## src/gp_regs_pkg.sv

```systemverilog
`default_nettype none
package gp_regs_pkg;
   // Register byte offsets inside the pipeline window
   localparam logic [15:0] OFS_DEST      = 16'h8100;
   localparam logic [15:0] OFS_SIZE      = 16'h8104;
   localparam logic [15:0] OFS_SRC_ERR   = 16'h8108;
   localparam logic [15:0] OFS_SRC_COLOR = 16'h810c;
   localparam logic [15:0] OFS_PAT_COL01 = 16'h8110;
   localparam logic [15:0] OFS_PAT_COL23 = 16'h8114;
   localparam logic [15:0] OFS_PAT_W0    = 16'h8120;
   localparam logic [15:0] OFS_PAT_W1    = 16'h8124;
   localparam logic [15:0] OFS_PAT_W2    = 16'h8128;
   localparam logic [15:0] OFS_PAT_W3    = 16'h812c;
   localparam logic [15:0] OFS_VGA_WR    = 16'h8140;
   localparam logic [15:0] OFS_VGA_RD    = 16'h8144;
   localparam logic [15:0] OFS_RASTER    = 16'h8200;
   localparam logic [15:0] OFS_VECTOR    = 16'h8204;
   localparam logic [15:0] OFS_BLT       = 16'h8208;
   localparam logic [15:0] OFS_STATE     = 16'h820c;
   localparam logic [15:0] OFS_VGA_BASE  = 16'h8210;
   localparam logic [15:0] OFS_VGA_LATCH = 16'h8214;

   // Reset value of every register
   localparam logic [31:0] REG_RESET     = 32'h0000_0000;

   // Field positions
   localparam int          COORD_Y_LSB   = 16;
   localparam int          ROP_LSB       = 0;
   localparam int          PAT_MODE_LSB  = 8;
   localparam logic [1:0]  PAT_MODE_COLOR = 2'h3;
   localparam int          STATUS_W      = 8;
   localparam int          ST_BUSY       = 0;
   localparam int          ST_VECTOR     = 1;
   localparam int          ST_BLT        = 2;

   // Kind of operation held by the engine
   typedef enum logic [1:0] {OP_IDLE, OP_VECTOR, OP_BLT} op_t;
endpackage
`default_nettype wire

```

## src/graphics_pipe_register_bank.sv

```systemverilog
`default_nettype none
// Function
// - Four words form 128-bit pattern in order
// - Vector mode write launches line draw
// - Transfer mode write launches block transfer
// - Status register low byte holds status
// - VGA base gives offset into graphics memory
// - Display latch readable and writable by software
// - Destination bits 31:16 signed Y
// - Destination bits 15:0 signed X
// - Raster mode steers pixel manipulation
// - VGA read control steers read path
// - ROP bit indexed by pattern, source, destination
// - Pattern mode 11b selects colour pattern
module graphics_pipe_register_bank
   import gp_regs_pkg::*;
#(
   parameter int ADDR_W = 16,            // Offset width
   parameter int PIX_W  = 16             // ROP datapath width
) (
   input  wire logic                core_clk,      // Core clock
   input  wire logic                rst,           // Async reset, high
   input  wire logic                wr_en,         // Register write strobe
   input  wire logic                rd_en,         // Register read strobe
   input  wire logic [ADDR_W-1:0]   addr,          // Byte offset
   input  wire logic [31:0]         wdata,         // Write data
   output logic      [31:0]         rdata,         // Read data
   output logic                     rd_valid,      // Read data valid pulse
   input  wire logic                engine_done,   // Engine finished pulse
   input  wire logic                latch_load,    // VGA loads latch
   input  wire logic [31:0]         latch_in,      // VGA latch value
   input  wire logic [PIX_W-1:0]    pat_pix,       // Pattern bits
   input  wire logic [PIX_W-1:0]    src_pix,       // Source bits
   input  wire logic [PIX_W-1:0]    dst_pix,       // Destination bits
   output logic      [PIX_W-1:0]    rop_pix,       // Combined output
   output logic                     vector_start,  // Line draw launch
   output logic                     blt_start,     // Block transfer launch
   output logic                     engine_busy,   // Operation running
   output logic signed [15:0]       dest_y,        // Destination Y
   output logic signed [15:0]       dest_x,        // Destination X
   output logic      [31:0]         geom_size,     // Width/height, length
   output logic      [31:0]         geom_src,      // Source or errors
   output logic      [31:0]         src_colors,    // Source colours
   output logic      [63:0]         pat_colors,    // Pattern colours
   output logic      [127:0]        pattern,       // Full pattern
   output logic                     color_pattern, // Colour pattern mode
   output logic      [31:0]         raster_mode,   // Raster control
   output logic      [31:0]         vga_wr_ctrl,   // VGA write path
   output logic      [31:0]         vga_rd_ctrl,   // VGA read path
   output logic      [31:0]         vga_base,      // VGA memory offset
   output logic      [31:0]         vga_latch      // Display latch
);
   import gp_regs_pkg::*;

   if (ADDR_W < 16) begin : g_chk_addr
      $error("ADDR_W must be at least 16");
   end
   if (PIX_W < 1) begin : g_chk_pix
      $error("PIX_W must be positive");
   end

   // Offset match, used by every decode
   function automatic logic hit(input logic [ADDR_W-1:0] a,
                                input logic [15:0] ofs);
      hit = (a == ADDR_W'(ofs));
   endfunction

   // One output bit from the eight-bit code
   function automatic logic rop_bit(input logic [7:0] rop, input logic p,
                                    input logic s, input logic d);
      rop_bit = rop[{p, s, d}];
   endfunction

   ////////////////////////////////////////////////////////////////////////
   // Register file
   logic [31:0]  dest, vec_mode, blt_mode, state_cfg;
   logic [31:0]  next_dest, next_size, next_src, next_scol;
   logic [63:0]  next_pcol;
   logic [127:0] next_pattern;
   logic [31:0]  next_vga_wr, next_vga_rd, next_raster, next_vec_mode;
   logic [31:0]  next_blt_mode, next_state_cfg, next_vga_base;
   logic [31:0]  next_vga_latch;

   // Software writes; latch loads from VGA yield to a software write
   always_comb begin
      next_dest      = dest;
      next_size      = geom_size;
      next_src       = geom_src;
      next_scol      = src_colors;
      next_pcol      = pat_colors;
      next_pattern   = pattern;
      next_vga_wr    = vga_wr_ctrl;
      next_vga_rd    = vga_rd_ctrl;
      next_raster    = raster_mode;
      next_vec_mode  = vec_mode;
      next_blt_mode  = blt_mode;
      next_state_cfg = state_cfg;
      next_vga_base  = vga_base;
      next_vga_latch = latch_load ? latch_in : vga_latch;
      if (wr_en) begin
         if (hit(addr, OFS_DEST))      next_dest = wdata;
         if (hit(addr, OFS_SIZE))      next_size = wdata;
         if (hit(addr, OFS_SRC_ERR))   next_src = wdata;
         if (hit(addr, OFS_SRC_COLOR)) next_scol = wdata;
         if (hit(addr, OFS_PAT_COL01)) next_pcol[31:0] = wdata;
         if (hit(addr, OFS_PAT_COL23)) next_pcol[63:32] = wdata;
         if (hit(addr, OFS_PAT_W0))    next_pattern[31:0] = wdata;
         if (hit(addr, OFS_PAT_W1))    next_pattern[63:32] = wdata;
         if (hit(addr, OFS_PAT_W2))    next_pattern[95:64] = wdata;
         if (hit(addr, OFS_PAT_W3))    next_pattern[127:96] = wdata;
         if (hit(addr, OFS_VGA_WR))    next_vga_wr = wdata;
         if (hit(addr, OFS_VGA_RD))    next_vga_rd = wdata;
         if (hit(addr, OFS_RASTER))    next_raster = wdata;
         if (hit(addr, OFS_VECTOR))    next_vec_mode = wdata;
         if (hit(addr, OFS_BLT))       next_blt_mode = wdata;
         if (hit(addr, OFS_STATE))     next_state_cfg = wdata;
         if (hit(addr, OFS_VGA_BASE))  next_vga_base = wdata;
         if (hit(addr, OFS_VGA_LATCH)) next_vga_latch = wdata;
      end
   end

   // Registered copies; unknown documented defaults are cleared here too
   always_ff @(posedge core_clk or posedge rst) begin
      if (rst) begin
         dest        <= REG_RESET;
         geom_size   <= REG_RESET;
         geom_src    <= REG_RESET;
         src_colors  <= REG_RESET;
         pat_colors  <= {2{REG_RESET}};
         pattern     <= {4{REG_RESET}};
         vga_wr_ctrl <= REG_RESET;
         vga_rd_ctrl <= REG_RESET;
         raster_mode <= REG_RESET;
         vec_mode    <= REG_RESET;
         blt_mode    <= REG_RESET;
         state_cfg   <= REG_RESET;
         vga_base    <= REG_RESET;
         vga_latch   <= REG_RESET;
      end else begin
         dest        <= next_dest;
         geom_size   <= next_size;
         geom_src    <= next_src;
         src_colors  <= next_scol;
         pat_colors  <= next_pcol;
         pattern     <= next_pattern;
         vga_wr_ctrl <= next_vga_wr;
         vga_rd_ctrl <= next_vga_rd;
         raster_mode <= next_raster;
         vec_mode    <= next_vec_mode;
         blt_mode    <= next_blt_mode;
         state_cfg   <= next_state_cfg;
         vga_base    <= next_vga_base;
         vga_latch   <= next_vga_latch;
      end
   end

   // Field views of the registers
   assign dest_y = signed'(dest[31:COORD_Y_LSB]);
   assign dest_x = signed'(dest[COORD_Y_LSB-1:0]);
   assign color_pattern =
      (raster_mode[PAT_MODE_LSB +: 2] == PAT_MODE_COLOR);

   ////////////////////////////////////////////////////////////////////////
   // Launch and engine tracking
   op_t  op, next_op;
   logic next_vstart, next_bstart;

   // A launch in the done cycle wins so the new operation is not lost
   always_comb begin
      next_vstart = wr_en && hit(addr, OFS_VECTOR);
      next_bstart = wr_en && hit(addr, OFS_BLT) && !next_vstart;
      next_op     = engine_done ? OP_IDLE : op;
      if (next_vstart) begin
         next_op = OP_VECTOR;
      end else if (next_bstart) begin
         next_op = OP_BLT;
      end
   end

   always_ff @(posedge core_clk or posedge rst) begin
      if (rst) begin
         op           <= OP_IDLE;
         vector_start <= 1'b0;
         blt_start    <= 1'b0;
      end else begin
         op           <= next_op;
         vector_start <= next_vstart;
         blt_start    <= next_bstart;
      end
   end

   assign engine_busy = (op != OP_IDLE);

   ////////////////////////////////////////////////////////////////////////
   // Read port
   logic [STATUS_W-1:0] status;
   logic [31:0]         next_rdata;
   logic                next_rd_valid;

   // Status byte is live engine state, not stored software data
   always_comb begin
      status            = '0;
      status[ST_BUSY]   = engine_busy;
      status[ST_VECTOR] = (op == OP_VECTOR);
      status[ST_BLT]    = (op == OP_BLT);
      next_rd_valid     = rd_en;
      next_rdata        = 32'h0000_0000;  // Unmapped offsets read zero
      if (rd_en) begin
         if (hit(addr, OFS_DEST))      next_rdata = dest;
         if (hit(addr, OFS_SIZE))      next_rdata = geom_size;
         if (hit(addr, OFS_SRC_ERR))   next_rdata = geom_src;
         if (hit(addr, OFS_SRC_COLOR)) next_rdata = src_colors;
         if (hit(addr, OFS_PAT_COL01)) next_rdata = pat_colors[31:0];
         if (hit(addr, OFS_PAT_COL23)) next_rdata = pat_colors[63:32];
         if (hit(addr, OFS_PAT_W0))    next_rdata = pattern[31:0];
         if (hit(addr, OFS_PAT_W1))    next_rdata = pattern[63:32];
         if (hit(addr, OFS_PAT_W2))    next_rdata = pattern[95:64];
         if (hit(addr, OFS_PAT_W3))    next_rdata = pattern[127:96];
         if (hit(addr, OFS_VGA_WR))    next_rdata = vga_wr_ctrl;
         if (hit(addr, OFS_VGA_RD))    next_rdata = vga_rd_ctrl;
         if (hit(addr, OFS_RASTER))    next_rdata = raster_mode;
         if (hit(addr, OFS_VECTOR))    next_rdata = vec_mode;
         if (hit(addr, OFS_BLT))       next_rdata = blt_mode;
         if (hit(addr, OFS_STATE))
            next_rdata = {state_cfg[31:STATUS_W], status};
         if (hit(addr, OFS_VGA_BASE))  next_rdata = vga_base;
         if (hit(addr, OFS_VGA_LATCH)) next_rdata = vga_latch;
      end
   end

   always_ff @(posedge core_clk or posedge rst) begin
      if (rst) begin
         rdata    <= REG_RESET;
         rd_valid <= 1'b0;
      end else begin
         rdata    <= next_rdata;
         rd_valid <= next_rd_valid;
      end
   end

   ////////////////////////////////////////////////////////////////////////
   // Raster operation on the pixel lanes, registered for timing
   logic [PIX_W-1:0] next_rop_pix;

   always_comb begin
      next_rop_pix = '0;
      for (int i = 0; i < PIX_W; i++) begin
         next_rop_pix[i] = rop_bit(raster_mode[ROP_LSB +: 8], pat_pix[i],
                                   src_pix[i], dst_pix[i]);
      end
   end

   always_ff @(posedge core_clk or posedge rst) begin
      if (rst) rop_pix <= '0;
      else     rop_pix <= next_rop_pix;
   end
endmodule
`default_nettype wire

```

## config.mk

```make
export PLATFORM = sky130hd
export DESIGN_NAME = graphics_pipe_register_bank
export DESIGN_NICKNAME = d
export VERILOG_FILES = /design/src/gp_regs_pkg.sv /design/src/graphics_pipe_register_bank.sv
export SDC_FILE = /design/constraint.sdc
export NUM_CORES = 1
export LEC_CHECK = 0
export CAP_MARGIN = 40
export CORE_AREA = 3 3 322 324
export CTS_BUF_LIST = sky130_fd_sc_hd__clkbuf_4
export DETAILED_ROUTE_END_ITERATION = 8
export DIE_AREA = 0 0 325 327
export DONT_BUFFER_PORTS = 1
export GPL_ROUTABILITY_DRIVEN = 0
export PLACE_DENSITY = 0.45
export SYNTH_ARGS = -nofsm -noshare
export SYNTH_HDL_FRONTEND = slang
export SYNTH_SLANG_ARGS = --single-unit
```

## constraint.sdc

```tcl
create_clock -name core_clk -period 25.7 [get_ports core_clk]
set_input_delay 1.285 -clock core_clk [delete_from_list [all_inputs] [get_ports core_clk]]
set_output_delay 1.285 -clock core_clk [all_outputs]
set_load 0.03 [all_outputs]
```

# Yosys cells after proc, flatten, opt, wreduce, memory -nomap -nowiden
# Cells that the tools add are included.
[classes] n_reduce_logical=23 mux=57 n_lt_le_gt_ge=16 n_eq_ne=21
[op_table] operator="$mux 32" count=22
[op_table] operator="$eq 16x16->1 const B" count=18
[op_table] operator="$lt 3x4->1 const B" count=16
[op_table] operator="$bmux 1 s3" count=16
[op_table] operator="$reduce_and 2->1" count=17
[op_table] operator="$mux 1" count=16
[op_table] operator="$mux 2" count=3
[op_table] operator="$eq 2x2->1 const B" count=2
[op_table] operator="$logic_and 1x1->1" count=3
[op_table] operator="$reduce_bool 3->1" count=1
[op_table] operator="$eq 2x1->1 const B" count=1
[op_table] operator="$reduce_bool 2->1" count=1
[op_table] operator="$logic_not 1->1" count=1
[word_totals] output_inout_bits=533 word_cells=141 inputBits=134 reg_bits=629

# Longest topological paths before layout
# Gate-level depths: netlist (run 1).
[logic_depth] ltp_word=20 ltp_mapped=11

# Worst setup path after synthesis (run 1)
# OpenSTA, ideal clock, no wires.
[synth_timing] kind="input port to flip-flop" start="input port addr[14]" end="register rdata[23]" arrival_time_ns=3.501 setup_ns=0.087 cell_stages=11 path_slack_ns=22.113 cell_sequence="or4b_1 -> buf_6 -> buf_8 -> buf_6 -> nor4_4 -> buf_6 -> a222oi_1 -> a31oi_1 -> nor2_1 -> o211a_1 -> a211oi_2"
[synth_between] elab_chain_len=20 elab_cells_between_ends=37 cone_classes="eq/ne (18); mux (19)"
[synth_lines] element="start, declared" line="graphics_pipe_register_bank.sv:25" rtl="input wire logic [ADDR_W-1:0] addr,"
[synth_lines] element="$eq 16x16->1" line="graphics_pipe_register_bank.sv:65" rtl="hit = (a == ADDR_W'(ofs));"
[synth_lines] element="$mux 32" line="graphics_pipe_register_bank.sv:209" rtl="if (hit(addr, OFS_DEST)) next_rdata = dest;"
[synth_lines] element="$mux 32" line="graphics_pipe_register_bank.sv:210" rtl="if (hit(addr, OFS_SIZE)) next_rdata = geom_size;"
[synth_lines] element="$mux 32" line="graphics_pipe_register_bank.sv:211" rtl="if (hit(addr, OFS_SRC_ERR)) next_rdata = geom_src;"
[synth_lines] element="$mux 32" line="graphics_pipe_register_bank.sv:212" rtl="if (hit(addr, OFS_SRC_COLOR)) next_rdata = src_colors;"
[synth_lines] element="$mux 32" line="graphics_pipe_register_bank.sv:213" rtl="if (hit(addr, OFS_PAT_COL01)) next_rdata = pat_colors[31:0];"
[synth_lines] element="$mux 32" line="graphics_pipe_register_bank.sv:214" rtl="if (hit(addr, OFS_PAT_COL23)) next_rdata = pat_colors[63:32];"
[synth_lines] element="$mux 32" line="graphics_pipe_register_bank.sv:215" rtl="if (hit(addr, OFS_PAT_W0)) next_rdata = pattern[31:0];"
[synth_lines] element="[... 5 more ...]"
[synth_lines] element="$mux 32" line="graphics_pipe_register_bank.sv:221" rtl="if (hit(addr, OFS_RASTER)) next_rdata = raster_mode;"
[synth_lines] element="$mux 32" line="graphics_pipe_register_bank.sv:222" rtl="if (hit(addr, OFS_VECTOR)) next_rdata = vec_mode;"
[synth_lines] element="$mux 32" line="graphics_pipe_register_bank.sv:223" rtl="if (hit(addr, OFS_BLT)) next_rdata = blt_mode;"
[synth_lines] element="$mux 32" line="graphics_pipe_register_bank.sv:224" rtl="if (hit(addr, OFS_STATE))"
[synth_lines] element="$mux 32" line="graphics_pipe_register_bank.sv:226" rtl="if (hit(addr, OFS_VGA_BASE)) next_rdata = vga_base;"
[synth_lines] element="$mux 32 *" line="graphics_pipe_register_bank.sv:227" rtl="if (hit(addr, OFS_VGA_LATCH)) next_rdata = vga_latch;"
[synth_lines] element="$mux 32 *" line="graphics_pipe_register_bank.sv:208" rtl="if (rd_en) begin"
[synth_lines] element="net next_rdata[23]" line="graphics_pipe_register_bank.sv:197" rtl="logic [31:0] next_rdata;"
[synth_lines] element="end signal, assigned" line="graphics_pipe_register_bank.sv:236" rtl="rdata <= next_rdata;"
[synth_lines] element="end, declared" line="graphics_pipe_register_bank.sv:27" rtl="output logic [31:0] rdata,"
# The timed path passes the listed nets; every way through them passes the cells marked *.
# A chain may end at the register's enable or synchronous reset.

# Worst setup path after layout (run 1)
[layout_timing] start="input port addr[14]" end="register rdata[4]"
# The elaborated chain is that of the path after synthesis.

==> flow_metrics.py, run 1 <==
metrics = {
    "sta": {
        "timing.fmax_mhz": 258,
        "post_layout_minimum_cycle_time_ps": 3870,
        "maxSlewHeadroom_pct": 35.8,
        "setup_viol": 0,
        "setup_repair_after_global_routing_missed_its_margin": "false",
        "fin_worst_skew_ps": 108,
        "fin_crit_sh_pct": 15.1,
        "setup_total_negative_slack_ps": 0,
        "max_transition_viols_final": 0,
        "worst_pin_slew_ps": 963,
        "finalHoldViolCount": 0,
    },
    "clock_network": {
        "clock_latency_of_the_later_clocked_register_in_the_worst_skew_pair_ps": 1120,
        "cts_buffers": 182,
        "clk_path_buf_depth": 3,
        "cts_tree": "yes",
        "htree_num_levels": 4,
        "cts-hold-fix-buffers": 1,
        "post-cts-setup-buffer-count": 0,
        "cts.root.buffer_cell": "clkbuf_4",
        "clk_pin_slew_ps": 60,
        "ctsResizeCount": 0,
        "cts.sink_count": 621,
    },
    "final_layout": {
        "fin_cells": 3716,
        "flow.area_growth_from_synthesis_pct": 15.7,
        "postLayoutCellArea_mm2": 0.0327,
        "final.fill_count": 10229,
        "largest_register_ffs": 128,
        "nets": 2344,
        "top_regs": "pattern x128, pat_colors x64",
        "fin_util_pct": 32.2,
        "final_layout_size_suffix_gt1_share_pct": 42.5,
        "regMostFlops": "pattern",
    },
    "die": {
        "boundaryPins": 667,
        "coreArea_mm2": 0.101,
        "die_w_um": 325,
        "floorplan.die_area_mm2": 0.106,
        "start_util_pct": 27.9,
        "die-height_um": 327,
        "rows": 117,
    },
    "global_routing": {
        "grt.met2_usage_pct": 46.3,
        "track_usage_pct": 27.1,
        "via_count_of_the_first_global_routing_pass": 21957,
        "global_route.usage.met1_pct": 30.5,
        "grt_first_pass_wirelength_um": 199000,
        "grt_overflow": 0,
        "grt_max_degree": 158,
        "grt_util_met3_pct": 12.3,
        "antenna_found_initial": 9,
        "grt.busiest_layer": "met2",
    },
    "detailed_routing": {
        "drc": 0,
        "final_antenna_net_count": 0,
        "avgRoutedWirePerCell_um": 39.7,
        "finalWirelength_um": 148000,
        "dr_total_vias": 21396,
        "drt_pre_antenna_iters": 6,
        "via_per_inst": 5.76,
        "drtIter0Drc": 1728,
    },
    "synthesis": {
        "synth-seq-cells": 621,
        "synthArstFlopShare_pct": 100,
        "synth_cells": 2109,
        "synth_area_per_cell_um2": 13.4,
        "ys_dominant_reg_cell": "dfrtp_1",
        "post_synth_num_cell_types": 67,
        "yosys_warnings": 0,
        "synth.cell_area_mm2": 0.0283,
        "mapped_nets": 2243,
        "synth_edf_count": 0,
        "synth_sequential_area_ratio_pct": 55.0,
    },
    "pwr": {
        "p_leak_nw": 15.9,
        "power.sequential.fraction_pct": 50.0,
        "power_report.internal_total_mw": 1.49,
        "p_sw_mw": 0.515,
        "p_sw_share_pct": 25.6,
        "total_power_after_layout_mw": 2.01,
        "share_clk_of_total_power_pct": 47.8,
        "p_per_area_mw_per_mm2": 61.4,
        "combinationalPowerShare_pct": 2.2,
        "ir_drop_v": 0.0000381,
    },
    "worst_setup_path": {
        "timing.critical_path.from_type": "input pin",
        "worstSetupPathType": "in -> reg",
        "reg2reg_setup_slack_ps": 22850,
        "crit_path_end_kind": "flip-flop",
        "worst-endpoint-arrival_ps": 4770,
        "timing.critical_path.required_ps": 26600,
        "timing.critical_path.fanout_max": 32,
        "rr_worst_depth": 6,
        "endpoint": "rdata[4]$_DFF_PP0_",
        "critical_path.startpoint": "addr[14]",
        "endpoint_of_the_lowest_slack_register_to_register_path": "rdata[25]$_DFF_PP0_",
        "timing.rr.start": "src_colors[25]$_DFFE_PP0P_",
    },
    "placed_design": {
        "dp_hpwl_um": 104000,
        "dpl_cell_area_mm2": 0.0304,
        "port_buffers": 0,
        "placed_cells_incl_taps": 3393,
    },
    "outcome": {
        "outcome": "finished clean",
    },
    "hold_path": {
        "min-delay-path-class": "in -> reg",
    },
    "flow_run": {
        "max_cap_violations": 0,
    },
}
[layout by cell type (no fill, tap or decap), types with 8 or more instances in the layout]
master,count
o22ai_1,39
o221ai_1,19
a221oi_1,48
nor4_4,21
a22o_1,17
nor2_1,31
nand4_1,19
nor3_1,14
a31oi_1,8
a211oi_1,12
mux2_2,518
dfrtp_1,621
a21oi_1,44
nand2_2,11
mux2i_1,34
nand2_1,89
buf_16,9
o21ai_0,79
mux2_1,34
nor4_1,17
clkinv_1,26
mux4_2,33
a222oi_1,42
clkbuf_4,276
buf_4,73
nand3_1,37
a22oi_1,39
[cell type report]
type                    instances  area, um^2  area share [%]
multi-input cells            1304       12100            37.0
clock buffers                 276        2070            6.34
inverters                       3        18.8          0.0574
well taps                    1368        1710            5.24
flip-flops and latches        621       15500            47.5
clock inverters                39         221           0.677
diodes                          7        17.5          0.0536
repair buffers                 98        1010            3.09
[cells in the mapped netlist, types with 19 or more instances]
cell type	number	area, um^2
dfrtp_1	621	15500
a21oi_1	44	220
nand4_1	19	119
o221ai_1	19	166
mux2_2	518	5830
buf_1	19	71.3
mux4_2	33	743
o21ai_0	79	395
a22oi_1	39	293
nand3_1	43	215
nor2_1	31	116
nor4_1	19	119
buf_2	41	205
a222oi_1	42	420
clkbuf_1	112	420
a221oi_1	48	420
o22ai_1	39	244
mux2i_1	34	340
nand2_1	100	375
mux2_1	34	383
[routing by layer]
layer | vias up | wire [um]
met2 | 1161 | 73100
met5 | - | 0
met4 | 0 | 3870
met1 | 11557 | 54300
met3 | 218 | 16200
li1 | 8460 | -
[power by group through the flow]
stage | logic [mW] | registers (mW) | clock network, mW
6_report | 0.0440 | 1.00 | 0.960
3_3_place_gp | 0.0413 | 1.02 | 0
2_1_floorplan | 0.0375 | 1.02 | 0
3_5_place_dp | 0.0451 | 1.02 | 0
5_1_grt | 0.0494 | 1.00 | 1.04
4_1_cts | 0.0454 | 1.00 | 0.993
[metrics by stage]
step           setup WS (ps)  hold WS [ps]
2_1_floorplan           7020           474
3_3_place_gp           20240           483
3_5_place_dp           20690           488
4_1_cts                21930           106
5_1_grt                21870           158
6_report               21830           292
[worst min-delay path by stage]
stage	start	endpoint	slack (ps)	cells past startpoint
after floorplan	blt_mode[23]$_DFFE_PP0P_	blt_mode[23]$_DFFE_PP0P_	470	1
after global placement	vec_mode[25]$_DFFE_PP0P_	vec_mode[25]$_DFFE_PP0P_	480	1
after detailed placement	vec_mode[25]$_DFFE_PP0P_	vec_mode[25]$_DFFE_PP0P_	490	1
after CTS	rd_en	rd_valid$_DFF_PP0_	110	0
after global routing	rd_en	rd_valid$_DFF_PP0_	160	0
final	rd_en	rd_valid$_DFF_PP0_	290	0
[critical path, cell delays in order]
cell and delay, ps:
or4b_2 680, buf_4 350, nor4_4 410, buf_6 220
buf_4 430, a21oi_1 80, o221ai_1 330, a221oi_1 220
o41ai_1 690
[logic make-up (layout without fill, tap and decap cells)]
| kind of cell | count (synthesis) | after routing | synth area share (%) |
|---|---|---|---|
| mux | 619 | 619 | 25.8 |
| compound gates | 394 | 394 | 10.2 |
| simple gates | 291 | 291 | 6.15 |
| flops | 621 | 621 | 55.0 |
| buf+inv | 184 | 416 | 2.81 |
| other cells | 0 | 7 | 0 |
No activity file was read; power rests on OpenSTA's default activity.
==> inputs of run 2 (changes only) <==
--- a/config.mk
+++ b/config.mk
@@ -5,11 +5,12 @@
 export SDC_FILE = /design/constraint.sdc
 export NUM_CORES = 1
 export LEC_CHECK = 0
+export ABC_AREA = 1
 export CAP_MARGIN = 40
-export CORE_AREA = 3 3 322 324
+export CORE_AREA = 3 3 329 331
 export CTS_BUF_LIST = sky130_fd_sc_hd__clkbuf_4
 export DETAILED_ROUTE_END_ITERATION = 8
-export DIE_AREA = 0 0 325 327
+export DIE_AREA = 0 0 332 334
 export DONT_BUFFER_PORTS = 1
 export GPL_ROUTABILITY_DRIVEN = 0
 export PLACE_DENSITY = 0.45
==> constraint.sdc (replaced) <==
create_clock -name core_clk -period 3.9 [get_ports core_clk]
set_input_delay 0.195 -clock core_clk [delete_from_list [all_inputs] [get_ports core_clk]]
set_output_delay 0.195 -clock core_clk [all_outputs]
set_load 0.03 [all_outputs]
==> run 2 against run 1 <==
  * Utilization grew 2.6 points
  * Via count grew 28%
  * Final area grew 12%
  * Largest cell class unchanged
  * Highest routed layer unchanged
==> flow_metrics.py, run 2 <==
metrics = {
    "placed_design": {
        "placed_cells_incl_taps": 5004,
        "dpl_cell_area_mm2": 0.0314,
        "dp_hpwl_um": 96100,
        "port_buffers": 0,
    },
    "worst_setup_path": {
        "rr_worst_depth": 9,
        "timing.rr.start": "raster_mode[5]$_DFFE_PP0P_",
        "crit_path_max_incr_delay_ps": 690,
        "crit_path_end_kind": "flip-flop",
        "cell_by_cell_listing_of_the_critical_path": "dlygate4sd3_1, nor2_1, dlygate4sd3_1, nand2_1, nor2_4, buf_12, nand3_2, dlygate4sd3_1, nor2_4, dlygate4sd3_1, buf_4, nand2_1, nand3_1, nand2_1, nand2_1, nand2_1, dlygate4sd3_1, a21oi_1",
        "worstPathBufferInverterCount": 7,
        "reg2reg_setup_slack_ps": 220,
        "timing.critical_path.required_ps": 4870,
        "critPathTopFamily": "buffers and inverters",
        "timing.critical_path.from_type": "input pin",
        "timing.critical_path.fanout_max": 29,
        "endpoint_of_the_lowest_slack_register_to_register_path": "rop_pix[3]$_DFF_PP0_",
        "timing.critical_path.slowest_stage_cell": "dlygate4sd3_1",
        "worst-endpoint-arrival_ps": 4780,
        "worstSetupPathType": "in -> reg",
    },
    "final_layout": {
        "nets": 4233,
        "largest_register_ffs": 128,
        "top_regs": "pattern x128, pat_colors x64",
        "flow.area_growth_from_synthesis_pct": 24.9,
        "layout_common_cells": "nand2_1, o21ai_0, dfrtp_1",
        "postLayoutCellArea_mm2": 0.0367,
        "final.fill_count": 11148,
        "fin_cells": 5621,
        "most_common_library_cell_in_the_layout_ignoring_fill_and_taps": "nand2_1",
        "regMostFlops": "pattern",
        "final_layout_size_suffix_gt1_share_pct": 11.1,
    },
    "detailed_routing": {
        "via_per_inst": 4.86,
        "avgRoutedWirePerCell_um": 24.1,
        "route.met3.wl_um": 13600,
        "drtIter0Drc": 1787,
        "finalWirelength_um": 135000,
        "drt_pre_antenna_iters": 5,
        "drc": 0,
        "met2WireLength_um": 65200,
        "final_antenna_net_count": 0,
        "dr_total_vias": 27295,
        "wirelength_met1_um": 51500,
        "highest-signal-layer": "met4",
    },
    "synthesis": {
        "yosys.area.top_type": "dfrtp_1",
        "synth-seq-cells": 621,
        "ys_dominant_reg_cell": "dfrtp_1",
        "synth_sequential_area_ratio_pct": 52.9,
        "synth_area_leaders": "dfrtp_1, nand2_1, o21ai_0, inv_1, clkbuf_1",
        "post_synth_num_cell_types": 35,
        "synth_cells": 3776,
        "mapped_nets": 3910,
        "synth_area_per_cell_um2": 7.79,
        "synth_top_area_share_pct": 52.9,
        "yosys_warnings": 0,
        "synth_edf_count": 0,
        "synthArstFlopShare_pct": 100,
        "yosys.cell_count.top_type": "nand2_1",
        "synth.cell_area_mm2": 0.0294,
        "yosys-top-cells-count": "nand2_1, o21ai_0, dfrtp_1, inv_1, clkbuf_1",
    },
    "clock_network": {
        "cts_tree": "yes",
        "htree_num_levels": 4,
        "clk_pin_slew_ps": 70,
        "clk_path_buf_depth": 3,
        "cts.sink_count": 621,
        "cts_buffers": 185,
        "cts.root.buffer_cell": "clkbuf_4",
        "clock_latency_of_the_later_clocked_register_in_the_worst_skew_pair_ps": 1050,
    },
    "die": {
        "boundaryPins": 667,
        "die_w_um": 332,
        "rows": 119,
        "die-height_um": 334,
        "coreArea_mm2": 0.105,
        "floorplan.die_area_mm2": 0.111,
        "start_util_pct": 27.9,
    },
    "global_routing": {
        "antenna_found_initial": 3,
        "track_usage_pct": 24.0,
        "grt_first_pass_wirelength_um": 197000,
        "grt_overflow": 0,
        "grt_max_degree": 124,
        "via_count_of_the_first_global_routing_pass": 27391,
    },
    "pwr": {
        "ir_drop_v": 0.000166,
        "p_leak_nw": 17.4,
        "total_power_after_layout_mw": 13.8,
        "p_per_area_mw_per_mm2": 375,
    },
    "sta": {
        "maxSlewHeadroom_pct": 43.2,
        "setup_viol": 0,
        "max_transition_viols_final": 0,
        "finalHoldViolCount": 0,
        "worst_pin_slew_ps": 851,
        "post_layout_minimum_cycle_time_ps": 3810,
        "fin_worst_skew_ps": 67.7,
        "setup_repair_after_global_routing_missed_its_margin": "true",
        "fin_crit_sh_pct": 97.8,
        "timing.fmax_mhz": 262,
    },
    "hold_path": {
        "whs_endpoint": "geom_src[3]$_DFFE_PP0P_",
        "worstHoldStart": "wr_en",
        "min-delay-path-class": "in -> reg",
        "hold-path-cell-count": 4,
    },
    "flow_run": {
        "max_cap_violations": 0,
    },
    "outcome": {
        "outcome": "finished clean",
    },
}
==> run 2: power by group <==
group,internal [mW],switching [mW]
logic,0.341,0.430
registers,6.49,0.154
clock network,3.32,3.02
total,10.1,3.60
==> run 2: logic make-up (layout without fill, tap and decap cells) <==
family,Yosys count,in the layout,share of synthesized area [%]
AOI/OAI and AO/OA,971,971,16.9
buffers and inverters,565,1015,7.48
DFF,621,621,52.9
muxes,32,32,1.09
other,0,4,0
and+or+nand+nor,1587,1587,21.6
==> run 2: worst max path at each step <==
stage	start	end	slack, ps	cells past startpoint
global placement	addr[15]	rdata[9]$_DFF_PP0_	550	17
global route	addr[14]	rdata[30]$_DFF_PP0_	-20	23
CTS	addr[14]	rdata[30]$_DFF_PP0_	30	23
detailed placement	addr[15]	rdata[10]$_DFF_PP0_	610	18
finish	addr[14]	rdata[30]$_DFF_PP0_	90	18
floorplan	rst	blt_mode[0]$_DFFE_PP0P_	-4770	1
==> run 2: area by class of cell <==
type | count | area, um^2 | share of cell area [%]
antenna | 4 | 10.0 | 0.0273
clock buffer | 275 | 2060 | 5.62
clock inverter | 39 | 230 | 0.627
inverter | 315 | 1190 | 3.24
multi-input combinational | 2590 | 11700 | 31.9
sequential | 621 | 15500 | 42.3
tap | 1391 | 1740 | 4.74
timing repair buffer | 386 | 4220 | 11.5
==> run 2: metrics by stage <==
step | setup TNS (ps) | util [%] | hold WS (ps) | setup WS (ps)
6_report | 0 | 34.8 | 212 | 87.0
5_1_grt | -22.8 | 34.8 | 107 | -22.8
4_1_cts | 0 | 34.7 | 38.3 | 33.4
3_5_place_dp | 0 | 29.8 | 38.1 | 609
3_3_place_gp | 0 | 29.2 | 228 | 549
2_1_floorplan | -2963390 | - | 226 | -4770
==> run 2: layer usage <==
metal | track usage, % | up-vias
li1 | - | 12880
met1 | 27.1 | 13242
met2 | 40.2 | 938
met3 | 10.3 | 235
met4 | 9.37 | 0
met5 | 0 | -
==> run 2: worst register-to-register path: stages (launching register included) <==
cell	delay [ps]
dfrtp_1	630
clkinvlp_4	150
buf_4	220
a21oi_1	130
dlygate4sd3_1	550
o21ai_0	70
dlygate4sd3_1	560
a31oi_1	170
dlygate4sd3_1	570
dlygate4sd3_1	550
==> run 2: timing repair <==
item	CTS	global route
hold endpoints to repair	1242	1
setup endpoints to repair	0	6
gates resized for setup	0	2
hold buffers	291	1
setup buffers	0	6
==> inputs of run 3 (changes only) <==
--- a/config.mk
+++ b/config.mk
@@ -14,6 +14,7 @@
 export DONT_BUFFER_PORTS = 1
 export GPL_ROUTABILITY_DRIVEN = 0
 export PLACE_DENSITY = 0.45
+export REMOVE_ABC_BUFFERS = 1
 export SYNTH_ARGS = -nofsm -noshare
 export SYNTH_HDL_FRONTEND = slang
 export SYNTH_SLANG_ARGS = --single-unit
==> run 3 against run 2 <==
  * Routed wire length down 3.8%
  * Worst hold slack got worse by 41 ps
  * Via count shrank 1.5%
  * Sequential share of layout area increased by 0.19 points
  * Clock-buffer cell count decreased by 4
  * Clock power is 1% higher
  * Global-route usage shrank 0.87 points
  * Fmax up 1.7%
  * Clock skew up 3.1 ps
  * Register-to-register slack better by 40 ps
  * Non-clock buffer count shrank 8
  * Critical path depth up 5
==> flow_metrics.py, run 3 (synthesis gave the netlist of run 2 again) <==
metrics = {
    "pwr": {
        "total_power_after_layout_mw": 13.8,
        "p_leak_nw": 17.4,
        "p_per_area_mw_per_mm2": 378,
        "ir_drop_v": 0.000217,
    },
    "die": {
        "floorplan.die_area_mm2": 0.111,
        "coreArea_mm2": 0.105,
        "die_w_um": 332,
        "die-height_um": 334,
        "rows": 119,
        "boundaryPins": 667,
        "start_util_pct": 27.9,
    },
    "detailed_routing": {
        "final_antenna_net_count": 0,
        "drtIter0Drc": 1799,
        "drc": 0,
        "via_per_inst": 4.78,
        "finalWirelength_um": 130000,
        "dr_total_vias": 26895,
        "drt_pre_antenna_iters": 6,
        "avgRoutedWirePerCell_um": 23.1,
    },
    "placed_design": {
        "dpl_cell_area_mm2": 0.0312,
        "dp_hpwl_um": 91200,
        "port_buffers": 0,
    },
    "final_layout": {
        "fin_util_pct": 34.7,
        "final_layout_size_suffix_gt1_share_pct": 10.9,
        "postLayoutCellArea_mm2": 0.0366,
        "layout_common_cells": "nand2_1, o21ai_0, dfrtp_1",
        "flow.area_growth_from_synthesis_pct": 24.3,
        "regMostFlops": "pattern",
        "largest_register_ffs": 128,
        "most_common_library_cell_in_the_layout_ignoring_fill_and_taps": "nand2_1",
        "nets": 4226,
        "top_regs": "pattern x128, pat_colors x64",
    },
    "clock_network": {
        "cts.sink_count": 621,
        "htree_num_levels": 4,
        "cts_tree": "yes",
        "cts_buffers": 186,
        "clk_path_buf_depth": 3,
        "clock_latency_of_the_later_clocked_register_in_the_worst_skew_pair_ps": 1100,
        "clk_pin_slew_ps": 60,
        "cts.root.buffer_cell": "clkbuf_4",
    },
    "worst_setup_path": {
        "timing.critical_path.fanout_max": 44,
        "crit_path_end_kind": "flip-flop",
        "worst-endpoint-arrival_ps": 4750,
        "crit_path_max_incr_delay_ps": 610,
        "timing.critical_path.from_type": "input pin",
        "critical-path-top-cell-by-count": "nand2_1",
        "cell_by_cell_listing_of_the_critical_path": "dlygate4sd3_1, nor2_1, dlygate4sd3_1, nand2_1, nor2_4, buf_4, nand2_4, dlygate4sd3_1, nor2_4, inv_6, buf_4, o21ai_0, inv_1, nand2_1, nand2_1, nand2_1, nand2_1, nand4_1, dlygate4sd3_1, nand2_1, nand2_1, nand2_1, a21oi_1",
        "timing.critical_path.required_ps": 4910,
        "worstSetupPathType": "in -> reg",
        "timing.critical_path.slowest_stage_cell": "dlygate4sd3_1",
    },
    "sta": {
        "worst_pin_slew_ps": 862,
        "setup_viol": 0,
        "post_layout_minimum_cycle_time_ps": 3750,
        "setup_repair_after_global_routing_missed_its_margin": "false",
        "finalHoldViolCount": 0,
        "maxSlewHeadroom_pct": 42.3,
        "worst_hold_slack_ps": 171,
        "fin_crit_sh_pct": 96.1,
        "fin_worst_skew_ps": 70.8,
        "timing.fmax_mhz": 267,
        "max_transition_viols_final": 0,
    },
    "global_routing": {
        "antenna_found_initial": 6,
        "track_usage_pct": 23.2,
        "grt_overflow": 0,
        "via_count_of_the_first_global_routing_pass": 26969,
        "grt_first_pass_wirelength_um": 191000,
        "grt_max_degree": 80,
    },
    "outcome": {
        "outcome": "finished clean",
    },
    "flow_run": {
        "max_cap_violations": 0,
    },
    "hold_path": {
        "min-delay-path-class": "in -> reg",
    },
}
==> run 3: cell types whose count changed in the layout (fill, tap and decap cells not counted), moves of 2 or more <==
| cell | delta |
|---|---|
| clkbuf_4 | -4 |
| diode_2 | +8 |
| clkinv_2 | -4 |
| buf_4 | +5 |
| buf_12 | +2 |
| inv_6 | +2 |
| clkinvlp_4 | -2 |
| clkinv_1 | +14 |
| dlygate4sd3_1 | -4 |
| buf_16 | -9 |
==> run 3: layer usage <==
metal | up-vias | global-route usage (%) | wire length [um]
li1 | 12888 | - | -
met1 | 12840 | 25.8 | 49400
met2 | 976 | 39.5 | 63100
met3 | 191 | 11.2 | 14800
met4 | 0 | 6.10 | 2760
met5 | - | 0 | 0
==> run 3: stage by stage <==
step           setup slack (ps)  TNS (ps)  instances
6_report                    151         0       5630
5_1_grt                    54.5         0       5628
4_1_cts                    48.2         0       5612
3_5_place_dp                591         0       4999
3_3_place_gp                585         0       4986
2_1_floorplan            -13690  -8498570       3526
==> run 3: layout make-up <==
class	instances	area (um^2)
multi-input combinational	2590	11700
timing repair buffer	378	3980
sequential	621	15500
inverter	315	1200
clock buffer	271	2030
fill	11210	68900
clock inverter	52	297
antenna	12	30.0
tap	1391	1740
==> run 3: worst max-delay path, delay by kind of cell <==
kind	cells	cell delay [ps]
AOI/OAI and AO/OA	2	210
buffers and inverters	8	2970
and+or+nand+nor	13	1360
==> run 3: what timing repair did <==
action                                  4_1_cts  5_1_grt
setup buffers                                 0        6
hold buffers                                290        0
gates resized for setup                       0        7
endpoints found under the setup margin        0        3
hold endpoints to repair                   1242        0
==> run 3: worst paths after layout <==
path,endpoint,slack (ps),startpoint,cells past startpoint
max,rdata[4]$_DFF_PP0_,150,addr[14],23
min,rdata[7]$_DFF_PP0_,170,addr[5],8
max reg2reg,rop_pix[6]$_DFF_PP0_,260,raster_mode[5]$_DFFE_PP0P_,9
min reg2reg,vec_mode[20]$_DFFE_PP0P_,480,vec_mode[20]$_DFFE_PP0P_,2
max in group asynchronous,rop_pix[10]$_DFF_PP0_,2430,rst,6
min in group asynchronous,dest[17]$_DFFE_PP0P_,260,rst,4
==> run 3: report_power, final <==
| part | switching (mW) | internal (mW) | total (mW) |
|---|---|---|---|
| sequential | 0.154 | 6.49 | 6.65 |
| combinational | 0.415 | 0.321 | 0.736 |
| clock | 3.08 | 3.35 | 6.43 |
| total | 3.64 | 10.2 | 13.8 |
